<file path="config.mk">
export PLATFORM = sky130hd
export DESIGN_NAME = prasq_top
export DESIGN_NICKNAME = d
export VERILOG_FILES = /design/src/prasq_pkg.sv /design/src/prasq_seq_ctr.sv /design/src/prasq_top.sv
export SDC_FILE = /design/constraint.sdc
export NUM_CORES = 1
export LEC_CHECK = 0
export BUFFER_PORTS_ARGS = -buffer_cell sky130_fd_sc_hd__buf_2
export CAP_MARGIN = 5
export CORE_AREA = 2 2 88 90
export DETAILED_ROUTE_END_ITERATION = 16
export DIE_AREA = 0 0 90 92
export GPL_TIMING_DRIVEN = 0
export MAX_ROUTING_LAYER = met4
export PLACE_DENSITY = 0.61
export SKIP_CTS_REPAIR_TIMING = 1
export SLEW_MARGIN = 10
export SYNTH_ARGS = -nofsm -noshare
export SYNTH_HDL_FRONTEND = slang
export SYNTH_SLANG_ARGS = --single-unit
</file>
<file path="constraint.sdc">
create_clock -name ref_clk -period 1.9 [get_ports ref_clk]
set_input_delay 0.285 -clock ref_clk [delete_from_list [all_inputs] [get_ports ref_clk]]
set_output_delay 0.285 -clock ref_clk [all_outputs]
set_load 0.01 [all_outputs]
</file>
<file path="src/prasq_pkg.sv">
package prasq_pkg;

    localparam int unsigned PRASQ_ADDR_W   = 24;
    localparam int unsigned PRASQ_DWORD_W  = 64;
    localparam int unsigned PRASQ_INSTR_W  = 32;
    localparam int unsigned PRASQ_LEN_W    = 2;
    localparam int unsigned PRASQ_CNT_W    = 3;
    localparam int unsigned PRASQ_BYPASS_N = 3;

    localparam logic [PRASQ_ADDR_W-1:0] PRASQ_DWORD_BYTES = 24'h00_0008;
    localparam logic [PRASQ_ADDR_W-1:0] PRASQ_DWORD_MASK  = 24'hFF_FFF8;
    localparam logic [PRASQ_ADDR_W-1:0] PRASQ_RESET_PC    = 24'h00_0000;
    // Byte offset within a double word at which a 32-bit op would straddle
    localparam logic [2:0]              PRASQ_CROSS_OFS   = 3'h6;
    localparam logic [PRASQ_CNT_W-1:0]  PRASQ_CNT_ZERO    = 3'h0;
    localparam logic [PRASQ_CNT_W-1:0]  PRASQ_CNT_ONE     = 3'h1;
    localparam logic [1:0]              PRASQ_BYP_ZERO    = 2'h0;
    localparam logic [1:0]              PRASQ_BYP_LAST    = 2'h3;

    // Sequence-op kinds as seen by the decode stage
    typedef enum logic [2:0] {
        PRASQ_OP_NONE    = 3'b000,
        PRASQ_OP_ATOMIC  = 3'b001,
        PRASQ_OP_EXT_REG = 3'b010,
        PRASQ_OP_EXT_PG  = 3'b011,
        PRASQ_OP_EXT_SEG = 3'b100,
        PRASQ_OP_EXT_PGR = 3'b101,
        PRASQ_OP_EXT_SGR = 3'b110
    } prasq_op_e;

    typedef enum logic [1:0] {
        PRASQ_ADDR_NORMAL = 2'b00,
        PRASQ_ADDR_REG    = 2'b01,
        PRASQ_ADDR_PAGE   = 2'b10,
        PRASQ_ADDR_SEG    = 2'b11
    } prasq_amode_e;

    // Instruction retirement info from execute
    typedef struct packed {
        logic                   done;
        prasq_op_e              op;
        logic [PRASQ_LEN_W-1:0] len;
    } prasq_retire_s;

    // Program memory request
    typedef struct packed {
        logic                    req;
        logic [PRASQ_ADDR_W-1:0] addr;
    } prasq_pmreq_s;

endpackage : prasq_pkg

</file>
<file path="src/prasq_seq_ctr.sv">
module prasq_seq_ctr
    import prasq_pkg::*;
(
    input  wire logic          ref_clk,
    input  wire logic          srst,
    input  wire prasq_retire_s retire,
    input  wire logic          trap_b,
    output logic               int_lock,
    output prasq_amode_e       amode
);

    logic [PRASQ_CNT_W-1:0] cnt_q, cnt_d;
    prasq_amode_e           mode_q, mode_d;

    function automatic prasq_amode_e op_mode(input prasq_op_e op);
        unique case (op)
            PRASQ_OP_EXT_REG, PRASQ_OP_EXT_PGR, PRASQ_OP_EXT_SGR: op_mode = PRASQ_ADDR_REG;
            PRASQ_OP_EXT_PG:  op_mode = PRASQ_ADDR_PAGE;
            PRASQ_OP_EXT_SEG: op_mode = PRASQ_ADDR_SEG;
            default:          op_mode = PRASQ_ADDR_NORMAL;
        endcase
    endfunction : op_mode

    // ------------------------------------------------------------
    // Sequence counter
    // ------------------------------------------------------------
    // Counts retirements, so multicycle ops and holds count once
    always_comb begin
        cnt_d  = cnt_q;
        mode_d = mode_q;
        if (trap_b) begin
            cnt_d  = PRASQ_CNT_ZERO;
            mode_d = PRASQ_ADDR_NORMAL;
        end else if (retire.done && retire.op != PRASQ_OP_NONE) begin
            cnt_d  = PRASQ_CNT_W'(retire.len) + PRASQ_CNT_ONE;
            mode_d = op_mode(retire.op);
        end else if (retire.done && cnt_q != PRASQ_CNT_ZERO) begin
            cnt_d = cnt_q - PRASQ_CNT_ONE;
            if (cnt_q == PRASQ_CNT_ONE) begin
                mode_d = PRASQ_ADDR_NORMAL;
            end
        end
    end

    always_ff @(posedge ref_clk) begin
        if (srst) begin
            cnt_q  <= PRASQ_CNT_ZERO;
            mode_q <= PRASQ_ADDR_NORMAL;
        end else begin
            cnt_q  <= cnt_d;
            mode_q <= mode_d;
        end
    end

    // Registered: active from the very next instruction, no NOP needed
    assign int_lock = (cnt_q != PRASQ_CNT_ZERO);
    assign amode    = mode_q;

    // ------------------------------------------------------------
    // Checks
    // ------------------------------------------------------------
    reload_len_a: assert property (@(posedge ref_clk) disable iff (srst)
        retire.done && retire.op != PRASQ_OP_NONE && !trap_b
        |=> cnt_q == PRASQ_CNT_W'($past(retire.len)) + PRASQ_CNT_ONE)
        else $error("sequence length not loaded");
    trap_clear_a: assert property (@(posedge ref_clk) disable iff (srst)
        trap_b |=> !int_lock && amode == PRASQ_ADDR_NORMAL)
        else $error("class B trap left lock set");
    hold_count_a: assert property (@(posedge ref_clk) disable iff (srst)
        !retire.done && !trap_b |=> $stable(cnt_q))
        else $error("counter moved without retirement");
    atomic_lock_a: assert property (@(posedge ref_clk) disable iff (srst)
        retire.done && retire.op == PRASQ_OP_ATOMIC && !trap_b
        |=> int_lock && amode == PRASQ_ADDR_NORMAL)
        else $error("atomic did not lock");
    ext_mode_a: assert property (@(posedge ref_clk) disable iff (srst)
        retire.done && retire.op == PRASQ_OP_EXT_PG && !trap_b
        |=> amode == PRASQ_ADDR_PAGE)
        else $error("page extend mode missing");
    cv_nested_c: cover property (@(posedge ref_clk)
        int_lock && retire.done && retire.op != PRASQ_OP_NONE);
    cv_trap_c: cover property (@(posedge ref_clk) int_lock && trap_b);

endmodule : prasq_seq_ctr

</file>
<file path="src/prasq_top.sv">
// Contract
// - On misprediction cancel every pipeline stage and flush the instruction FIFO.
// - Restart fetching at the correct target, then resume sequential prefetch.
// - Target address goes to memory the next cycle; data returns one later.
// - A 32-bit target straddling a double word needs a second fetch.
// - First target instruction bypasses the FIFO straight into decode.
// - Next targets come from fetch buffer; FIFO supplies from the fourth.
// - Atomic/extend ops block interrupts, event transfers and class A traps.
// - Two-bit length field 0..3 protects 1..4 following instructions.
// - Extend variants also change operand addressing within the sequence.
// - Lock applies to the very next instruction, any type, no NOPs.
// - Each instruction counts once, however many cycles or holds it takes.
// - Class B trap ends the sequence, dropping lock and extended addressing.
// - Remaining instructions after trap return run unlocked, normal addressing.
// - One counter; a nested sequence op reloads it with its length.
module prasq_top
    import prasq_pkg::*;
(
    input  wire logic                     ref_clk,
    input  wire logic                     srst,
    // Misprediction from execute
    input  wire logic                     mispredict,
    input  wire logic [PRASQ_ADDR_W-1:0]  target_addr,
    input  wire logic                     target_long,
    // Program memory port
    output prasq_pmreq_s                  pm_req,
    input  wire logic                     pm_valid,
    // Fetch/decode
    input  wire logic                     fetch_ready,
    output logic                          fifo_flush,
    output logic                          prefetch_run,
    output logic                          dec_from_buffer,
    output logic                          dec_from_fifo,
    output logic                          stage_kill,
    output logic                          bubble,
    // Retirement and interrupt side
    input  wire prasq_retire_s            retire,
    input  wire logic                     trap_b,
    output logic                          int_lock,
    output prasq_amode_e                  amode
);

    // Refill states; codes 5 to 7 are illegal and fall back to RUN
    typedef enum logic [2:0] {
        PRASQ_RUN    = 3'b000,
        PRASQ_ADDR   = 3'b001,
        PRASQ_DATA   = 3'b010,
        PRASQ_SECOND = 3'b011,
        PRASQ_BYPASS = 3'b100
    } prasq_st_e;

    prasq_st_e              st_q, st_d;
    logic [PRASQ_ADDR_W-1:0] addr_q, addr_d;
    logic                   cross_q, cross_d;
    logic [1:0]             byp_q, byp_d;
    logic                   req_q, req_d;

    function automatic logic crosses(input logic [PRASQ_ADDR_W-1:0] a, input logic lng);
        crosses = lng && (a[2:0] == PRASQ_CROSS_OFS);
    endfunction : crosses

    // ------------------------------------------------------------
    // Redirect sequencer
    // ------------------------------------------------------------
    // Misprediction always wins: a new redirect overrides any refill
    always_comb begin
        st_d    = st_q;
        addr_d  = addr_q;
        cross_d = cross_q;
        byp_d   = byp_q;
        req_d   = 1'b0;
        if (mispredict) begin
            st_d    = PRASQ_ADDR;
            addr_d  = target_addr & PRASQ_DWORD_MASK;
            cross_d = crosses(target_addr, target_long);
            byp_d   = PRASQ_BYP_ZERO;
            req_d   = 1'b1;
        end else begin
            unique case (st_q)
                PRASQ_RUN: ;
                PRASQ_ADDR: begin
                    st_d = PRASQ_DATA;
                end
                PRASQ_DATA: begin
                    if (pm_valid) begin
                        if (cross_q) begin
                            st_d   = PRASQ_SECOND;
                            addr_d = addr_q + PRASQ_DWORD_BYTES;
                            req_d  = 1'b1;
                        end else begin
                            st_d = PRASQ_BYPASS;
                        end
                    end
                end
                PRASQ_SECOND: begin
                    if (pm_valid) begin
                        st_d = PRASQ_BYPASS;
                    end
                end
                PRASQ_BYPASS: begin
                    if (fetch_ready) begin
                        byp_d = byp_q + 2'h1;
                        if (byp_q == PRASQ_BYP_LAST - 2'h1) begin
                            st_d = PRASQ_RUN;
                        end
                    end
                end
                default: st_d = PRASQ_RUN;
            endcase
        end
    end

    // State registers; reset returns to plain sequential fetch
    always_ff @(posedge ref_clk) begin
        if (srst) begin
            st_q    <= PRASQ_RUN;
            addr_q  <= PRASQ_RESET_PC;
            cross_q <= 1'b0;
            byp_q   <= PRASQ_BYP_ZERO;
            req_q   <= 1'b0;
        end else begin
            st_q    <= st_d;
            addr_q  <= addr_d;
            cross_q <= cross_d;
            byp_q   <= byp_d;
            req_q   <= req_d;
        end
    end

    // ------------------------------------------------------------
    // Outputs
    // ------------------------------------------------------------
    // Address is registered, so it appears the cycle after detection
    assign pm_req.req  = req_q;
    assign pm_req.addr = addr_q;
    assign fifo_flush  = mispredict;
    assign stage_kill  = mispredict;
    // Prefetch resumes once first target sits in the buffer
    assign prefetch_run    = (st_q == PRASQ_RUN) || (st_q == PRASQ_BYPASS);
    assign dec_from_buffer = (st_q == PRASQ_BYPASS);
    assign dec_from_fifo   = (st_q == PRASQ_RUN) && !mispredict;
    // Killed slots carry bubbles: no write, memory or flag effect
    assign bubble = (st_q != PRASQ_RUN) && (st_q != PRASQ_BYPASS);

    prasq_seq_ctr u_seq (
        .ref_clk  (ref_clk),
        .srst     (srst),
        .retire   (retire),
        .trap_b   (trap_b),
        .int_lock (int_lock),
        .amode    (amode)
    );

    // ------------------------------------------------------------
    // Checks
    // ------------------------------------------------------------
    addr_next_a: assert property (@(posedge ref_clk) disable iff (srst)
        mispredict |=> pm_req.req && pm_req.addr == ($past(target_addr) & PRASQ_DWORD_MASK))
        else $error("redirect address late or wrong");
    second_fetch_a: assert property (@(posedge ref_clk) disable iff (srst)
        st_q == PRASQ_DATA && pm_valid && cross_q && !mispredict
        |=> pm_req.req && st_q == PRASQ_SECOND)
        else $error("straddling target not refetched");
    flush_now_a: assert property (@(posedge ref_clk) disable iff (srst)
        mispredict |-> fifo_flush && stage_kill)
        else $error("mispredict without flush");
    no_fifo_a: assert property (@(posedge ref_clk) disable iff (srst)
        mispredict |=> !dec_from_fifo [*3])
        else $error("FIFO used during refill");
    bypass_first_a: assert property (@(posedge ref_clk) disable iff (srst)
        st_q == PRASQ_DATA && pm_valid && !cross_q && !mispredict |=> dec_from_buffer)
        else $error("first target not bypassed");

    // ------------------------------------------------------------
    // Refill checks
    // ------------------------------------------------------------
    // Killed slots stay bubbles while the first fetch is in flight
    refill_bubble_a: assert property (@(posedge ref_clk) disable iff (srst)
        mispredict |=> bubble && !prefetch_run && !dec_from_buffer)
        else $error("refill slot not a bubble");
    // A redirect restarts the sequencer from scratch
    restart_clear_a: assert property (@(posedge ref_clk) disable iff (srst)
        mispredict |=> st_q == PRASQ_ADDR && byp_q == PRASQ_BYP_ZERO)
        else $error("redirect did not restart refill");
    // Each fetch request is a single-cycle pulse
    req_pulse_a: assert property (@(posedge ref_clk) disable iff (srst)
        pm_req.req && !mispredict |=> !pm_req.req)
        else $error("fetch request held too long");
    // Wait states hold the sequencer without a fresh request
    data_wait_a: assert property (@(posedge ref_clk) disable iff (srst)
        st_q == PRASQ_DATA && !pm_valid && !mispredict
        |=> st_q == PRASQ_DATA && !pm_req.req)
        else $error("data wait left early");
    // Second fetch goes to the next double word
    second_addr_a: assert property (@(posedge ref_clk) disable iff (srst)
        st_q == PRASQ_DATA && pm_valid && cross_q && !mispredict
        |=> pm_req.addr == $past(pm_req.addr) + PRASQ_DWORD_BYTES)
        else $error("second fetch address wrong");
    // Completed straddle hands the target to decode and restarts prefetch
    prefetch_restart_a: assert property (@(posedge ref_clk) disable iff (srst)
        st_q == PRASQ_SECOND && pm_valid && !mispredict |=> prefetch_run && dec_from_buffer)
        else $error("prefetch not restarted");
    // Only a long op at the last halfword of a double word straddles
    straddle_flag_a: assert property (@(posedge ref_clk) disable iff (srst)
        mispredict && target_long && target_addr[2:0] == PRASQ_CROSS_OFS |=> cross_q)
        else $error("straddle not detected");
    // A short target never costs a second fetch
    no_straddle_a: assert property (@(posedge ref_clk) disable iff (srst)
        mispredict && !target_long |=> !cross_q)
        else $error("short target flagged as straddling");
    // Buffer keeps feeding decode while decode stalls
    buffer_hold_a: assert property (@(posedge ref_clk) disable iff (srst)
        st_q == PRASQ_BYPASS && !fetch_ready && !mispredict
        |=> dec_from_buffer && $stable(byp_q))
        else $error("bypass lost during stall");
    // FIFO takes over after the third buffered instruction
    fifo_resume_a: assert property (@(posedge ref_clk) disable iff (srst)
        st_q == PRASQ_BYPASS && fetch_ready && byp_q == PRASQ_BYP_LAST - 2'h1 && !mispredict
        |=> dec_from_fifo || mispredict)
        else $error("FIFO not resumed at fourth target");
    cv_redirect_c: cover property (@(posedge ref_clk) mispredict ##2 pm_valid);
    cv_cross_c: cover property (@(posedge ref_clk) st_q == PRASQ_SECOND);
    cv_resume_c: cover property (@(posedge ref_clk)
        st_q == PRASQ_BYPASS ##1 st_q == PRASQ_RUN);

endmodule : prasq_top

</file>
Yosys cells after proc, flatten, opt, wreduce, memory -nomap -nowiden
Index checks and enable logic that the tools add are counted.
{"block": "word_totals", "memories": 0, "latchBits": 0, "inputBits": 37, "ramBits": 0, "out_inout_bits": 34, "mem_bits_ro": 0, "regBits": 36, "word_cells": 82}
{"block": "op_classes", "order_cmp": 0, "muxes": 21, "shifts": 0, "div": 0, "n_bitwise": 1, "n_reduce_logical": 25, "n_eq_ne": 22, "multipliers": 0, "add_sub_neg": 4}
{"op": "$mux W24", "n": 4}
{"op": "$add A24 B4 Y24 const B", "n": 1}
{"op": "$mux W3", "n": 7}
{"op": "$eq A3 B3 Y1 const B", "n": 5}
{"op": "$pmux W3 S5", "n": 1}
{"op": "$eq A3 B2 Y1 const B", "n": 4}
{"op": "$ne A3 B3 Y1 const B", "n": 4}
{"op": "$reduce_and A5 Y1", "n": 2}
{"op": "$reduce_bool A2 Y1", "n": 5}
{"op": "$reduce_bool A3 Y1", "n": 3}
{"op": "$ne A2 B2 Y1 const B", "n": 4}
{"op": "$eq A3 B1 Y1 const B", "n": 2}
{"op": "$mux W2", "n": 3}
{"op": "$pmux W2 S3", "n": 1}
{"op": "$reduce_and A3 Y1", "n": 2}
{"op": "$logic_and A1 B1 Y1", "n": 5}
{"op": "$mux W1", "n": 5}
{"op": "$reduce_and A2 Y1", "n": 2}
{"op": "$reduce_or A2 Y1", "n": 2}
{"op": "$add A2 B1 Y3 const B", "n": 1}
{"op": "$logic_not A3 Y1", "n": 1}
{"op": "$ne A3 B2 Y1 const B", "n": 1}
{"op": "$reduce_or A3 Y1", "n": 1}
{"op": "$sub A3 B1 Y3 const B", "n": 1}
{"op": "6 further kinds", "n": 6}

Longest topological paths before layout
{"block": "depth", "ltp_word": 5, "depth_mapped": 6, "depth_no_buf": 6}

By module
From an unflattened synthesis, not the netlist that was laid out.
{"block": "hier_totals", "hier_cells": 235, "hier_area_um2": 1921.8}
{"module": "prasq_top", "seq_area_each_um2": 560.5, "area_each_um2": 1574.0, "n_inst": 1, "cells_per_inst": 193}
{"module": "prasq_seq_ctr", "seq_area_each_um2": 100.1, "area_each_um2": 347.8, "n_inst": 1, "cells_per_inst": 42}

Worst setup path after synthesis
Ideal clock, no wire load.
{"block": "synth_timing", "kind": "register -> register", "startpoint": "reg addr_q[14]", "endpoint": "reg addr_q[22]", "setup_time_ns": 0.091, "t_required_ns": 1.809, "path_slack_ns": 0.048, "arrival_time_ns": 1.761, "n_path_buf": 0, "path_stages_with_launch": 5, "synth_period_minus_slack_ns": 1.852, "cell_sequence": "dfxtp_1 -> nand4_2 -> or4_1 -> or4_1 -> a311oi_1"}
{"block": "synth_between", "elab_chain_cells": 5}
{"element": "from (decl)", "line": "prasq_top.sv:53", "rtl": "logic [PRASQ_ADDR_W-1:0] addr_q, addr_d;"}
{"element": "from (signal assigned)", "line": "prasq_top.sv:123", "rtl": "addr_q <= addr_d;"}
{"element": "$add A24 B4 Y24", "line": "prasq_top.sv:88", "rtl": "addr_d = addr_q + PRASQ_DWORD_BYTES;"}
{"element": "$mux W24", "line": "prasq_top.sv:86", "rtl": "if (cross_q) begin"}
{"element": "$mux W24", "line": "prasq_top.sv:85", "rtl": "if (pm_valid) begin"}
{"element": "$mux W24", "line": "prasq_top.sv:79", "rtl": "unique case (st_q)"}
{"element": "$mux W24", "line": "prasq_top.sv:72", "rtl": "if (mispredict) begin"}
No other way between the ends. The select of a mux whose other input is x is not followed.
A chain may end at the register's enable or synchronous reset.

Worst setup path in the final report
{"block": "layout_timing", "startpoint": "reg st_q[2]", "endpoint": "reg addr_q[22]"}
{"block": "layout_between", "elab_chain_cells": 3}
{"element": "from (decl)", "line": "prasq_top.sv:52", "rtl": "prasq_st_e st_q, st_d;"}
{"element": "from (signal assigned)", "line": "prasq_top.sv:122", "rtl": "st_q <= st_d;"}
{"element": "$eq A3 B2 Y1", "line": "prasq_top.sv:79"}
{"element": "$reduce_bool A2 Y1 (no source line)"}
{"element": "$reduce_and A3 Y1 (no source line)"}
No other way between the ends.

==> flow_summary.yaml <==
cts:
  clk_path_buf_depth: 2
  cts_root_buf: "clkbuf_8"
  htreeDepth: 2
  clock_sinks: 33
  worstSkewPairLatency_ns: 0.29
  numCtsBuffers: 5
  cts_tree: "yes"
  clk_pin_slew_worst_paths_ns: 0.07
logic_synthesis:
  synth_enable_flop_cells: 0
  syn_avg_cell_area_um2: 7.986
  netlist.area_leader.share_pct: 33.35
  ys.warnings.count: 0
  synth-seq-area-share_pct: 33.35
  ys_ff_latch: 33
  synth_area_um2: 1981
  async_flop_share_pct: 0
  yosysMostFrequentCell: "dfxtp_1"
  ys.flop_type: "dfxtp_1"
  synth_area_leaders: "dfxtp_1 33%, nor2_1 5.5%, a311oi_1 5.3%"
  synth_common_cells: "33 x dfxtp_1, 29 x nor2_1, 16 x inv_1, 15 x nand2_1, 12 x a311oi_1"
  ys_types: 48
  synth_top_area_cell: "dfxtp_1"
  syn_inst: 248
power_and_ir_drop:
  p_leak_nw: 1.086
  intPower_mw: 1.185
  p_sw_share_pct: 28.38
  pwr-share-seq_pct: 47.0
  p_switching_uw: 469.6
  vdd_drop_max_mv: 0.2223
  p_clk_share_pct: 36.3
  pwr-share-comb_pct: 16.8
  cellPowerDensity_nw_per_um2: 623.5
sta:
  setup_viol: 0
  fin_crit_sh_pct: 99.22
  finalClockSkew_ns: 0.004846
  maxSlewHeadroom_pct: 61.92
  drv_slew: 0
  tightest_slew_ns: 0.5711
  clock.fmax_mhz: 530.5
  hold_viol_final: 0
  final.min_clock_period_ns: 1.885
  rsz0062_at_grt: "yes"
grt:
  grt_max_degree: 11
  grt_pass1_wl_um: 9625
  antenna_found_initial: 0
  grt_pass1_vias: 2058
  grtUsageTotal_pct: 14.83
  grt.overflow.total: 0
drt:
  drc: 0
  vias: 2134
  routed_wirelength_um: 6026
  wl_per_cell_um: 13.98
  first_pass_iters: 4
  drtIter0Drc: 129
  via_per_inst: 4.951
  ant_nets: 0
floorplanning:
  io_pins: 71
  die_y_um: 92
  fp.dieW_um: 90
  core_um2: 7447
  initial_utilization_pct: 26.60
  rows: 32
  dieArea_um2: 8280
worst_setup_path:
  cp-start-kind: "register"
  cp_data_required_time_ns: 2.11
  crit_type: "register to register"
  worstPathArrival_ns: 2.10
  endpoint_kind: "register"
  crit_path_max_fanout: 7
finish:
  area_delta_synth_final_pct: 33.99
  final_cell_area_um2: 2654
  final_net_count: 371
  drive_above_1_share_pct: 33.74
  diodes: 0
  finalNonFillerCells: 431
  n_fill_cell: 795
placed_design:
  dpl.hpwl_um: 4441
  dpl-instance-area_um2: 2446
  routabilityCongestion: 0.8223
  dp.cells: 418
  io_buffers: 66
status:
  status: "complete, no violations"
min_path:
  hold_class: "input port to register"
flow_run:
  drv_cap: 0
## sequential cells by signal, summed over array words and instances (netlist names)
| signal | flops |
|---|---|
| u_seq.amode | 2 |
| st_q | 3 |
| req_q | 1 |
| cross_q | 1 |
| u_seq.cnt_q | 3 |
| byp_q | 2 |
| addr_q | 21 |
## metrics by stage
step	hold slack, ns	power (mW)	setup slack (ns)	TNS, ns	utilization [%]
floorplan	0.3578	0.9319	0.04781	0	-
global placement	0.4712	1.055	-0.1685	-0.3239	32.85
detailed placement	0.4762	1.060	-0.1644	-0.5125	32.85
CTS	0.2125	1.663	-0.1717	-0.5166	34.21
global route	0.2291	1.746	-0.1118	-0.5191	35.64
finish	0.2149	1.655	0.01489	0	35.64
## cell type report
cell class | instances | area, um2 | area share, %
plain buffers | 15 | 81.33 | 3.065
flip-flops and latches | 33 | 684.4 | 25.79
inverters | 16 | 60.06 | 2.263
repair buffers | 72 | 375.4 | 14.14
well taps | 102 | 127.6 | 4.809
clock buffers | 7 | 96.34 | 3.630
multi-input cells | 185 | 1224 | 46.11
clock inverters | 1 | 5.005 | 0.1886
## logic make-up after synthesis
group                    synth area share (%)
other                                  0.1893
buffers and inverters                   7.202
XOR/XNOR                                2.653
flip-flops                              33.35
adder cells (fa/ha/maj)                 3.790
AND/OR/NAND/NOR                         30.70
multiplexers                            1.011
AO/OA/AOI/OAI                           21.10
## power by group through the flow
stage               combinational, mW  sequential [mW]  clock [mW]
global placement                0.266            0.789           0
finish                          0.278            0.777       0.600
global route                    0.310            0.784       0.653
detailed placement              0.270            0.790           0
CTS                             0.272            0.773       0.618
floorplan                       0.137            0.795           0
## worst max-delay path, stage by stage (launching register included)
cell      delay (ns)
dfxtp_1         0.36
nand4b_1        0.32
or2_2           0.42
or4_1           0.44
a311oi_2        0.27
## path summary, 6_finish.rpt
kind,start,end,slack [ns],cells past startpoint
hold reg to reg,u_seq.cnt_q[0],u_seq.cnt_q[0],0.48,2
hold / removal,trap_b,u_seq.cnt_q[2],0.21,2
setup reg to reg,st_q[2],addr_q[22],0.01,4
setup / recovery,st_q[2],addr_q[22],0.01,4
## layout by cell type (no fill, tap or decap), types with 5 or more instances in the layout
| master | instances |
|---|---|
| nand3_1 | 6 |
| buf_2 | 66 |
| dfxtp_1 | 24 |
| a311oi_1 | 11 |
| nor3_1 | 9 |
| o21ai_0 | 10 |
| clkbuf_8 | 7 |
| clkbuf_1 | 7 |
| and3_1 | 8 |
| a21oi_1 | 5 |
| a211oi_1 | 7 |
| inv_1 | 16 |
| xnor2_1 | 6 |
| dfxtp_4 | 5 |
| buf_4 | 12 |
| nand2_1 | 13 |
| ha_1 | 6 |
| nor2_1 | 28 |
## metal layers
| metal | share of wire [%] | GRT usage [%] |
|---|---|---|
| met5 | 0 | - |
| met2 | 47 | 25.06 |
| met1 | 46 | 17.66 |
| met4 | 1.6 | 4.744 |
| met3 | 4.6 | 3.287 |
Power figures use the tool's default switching activity.
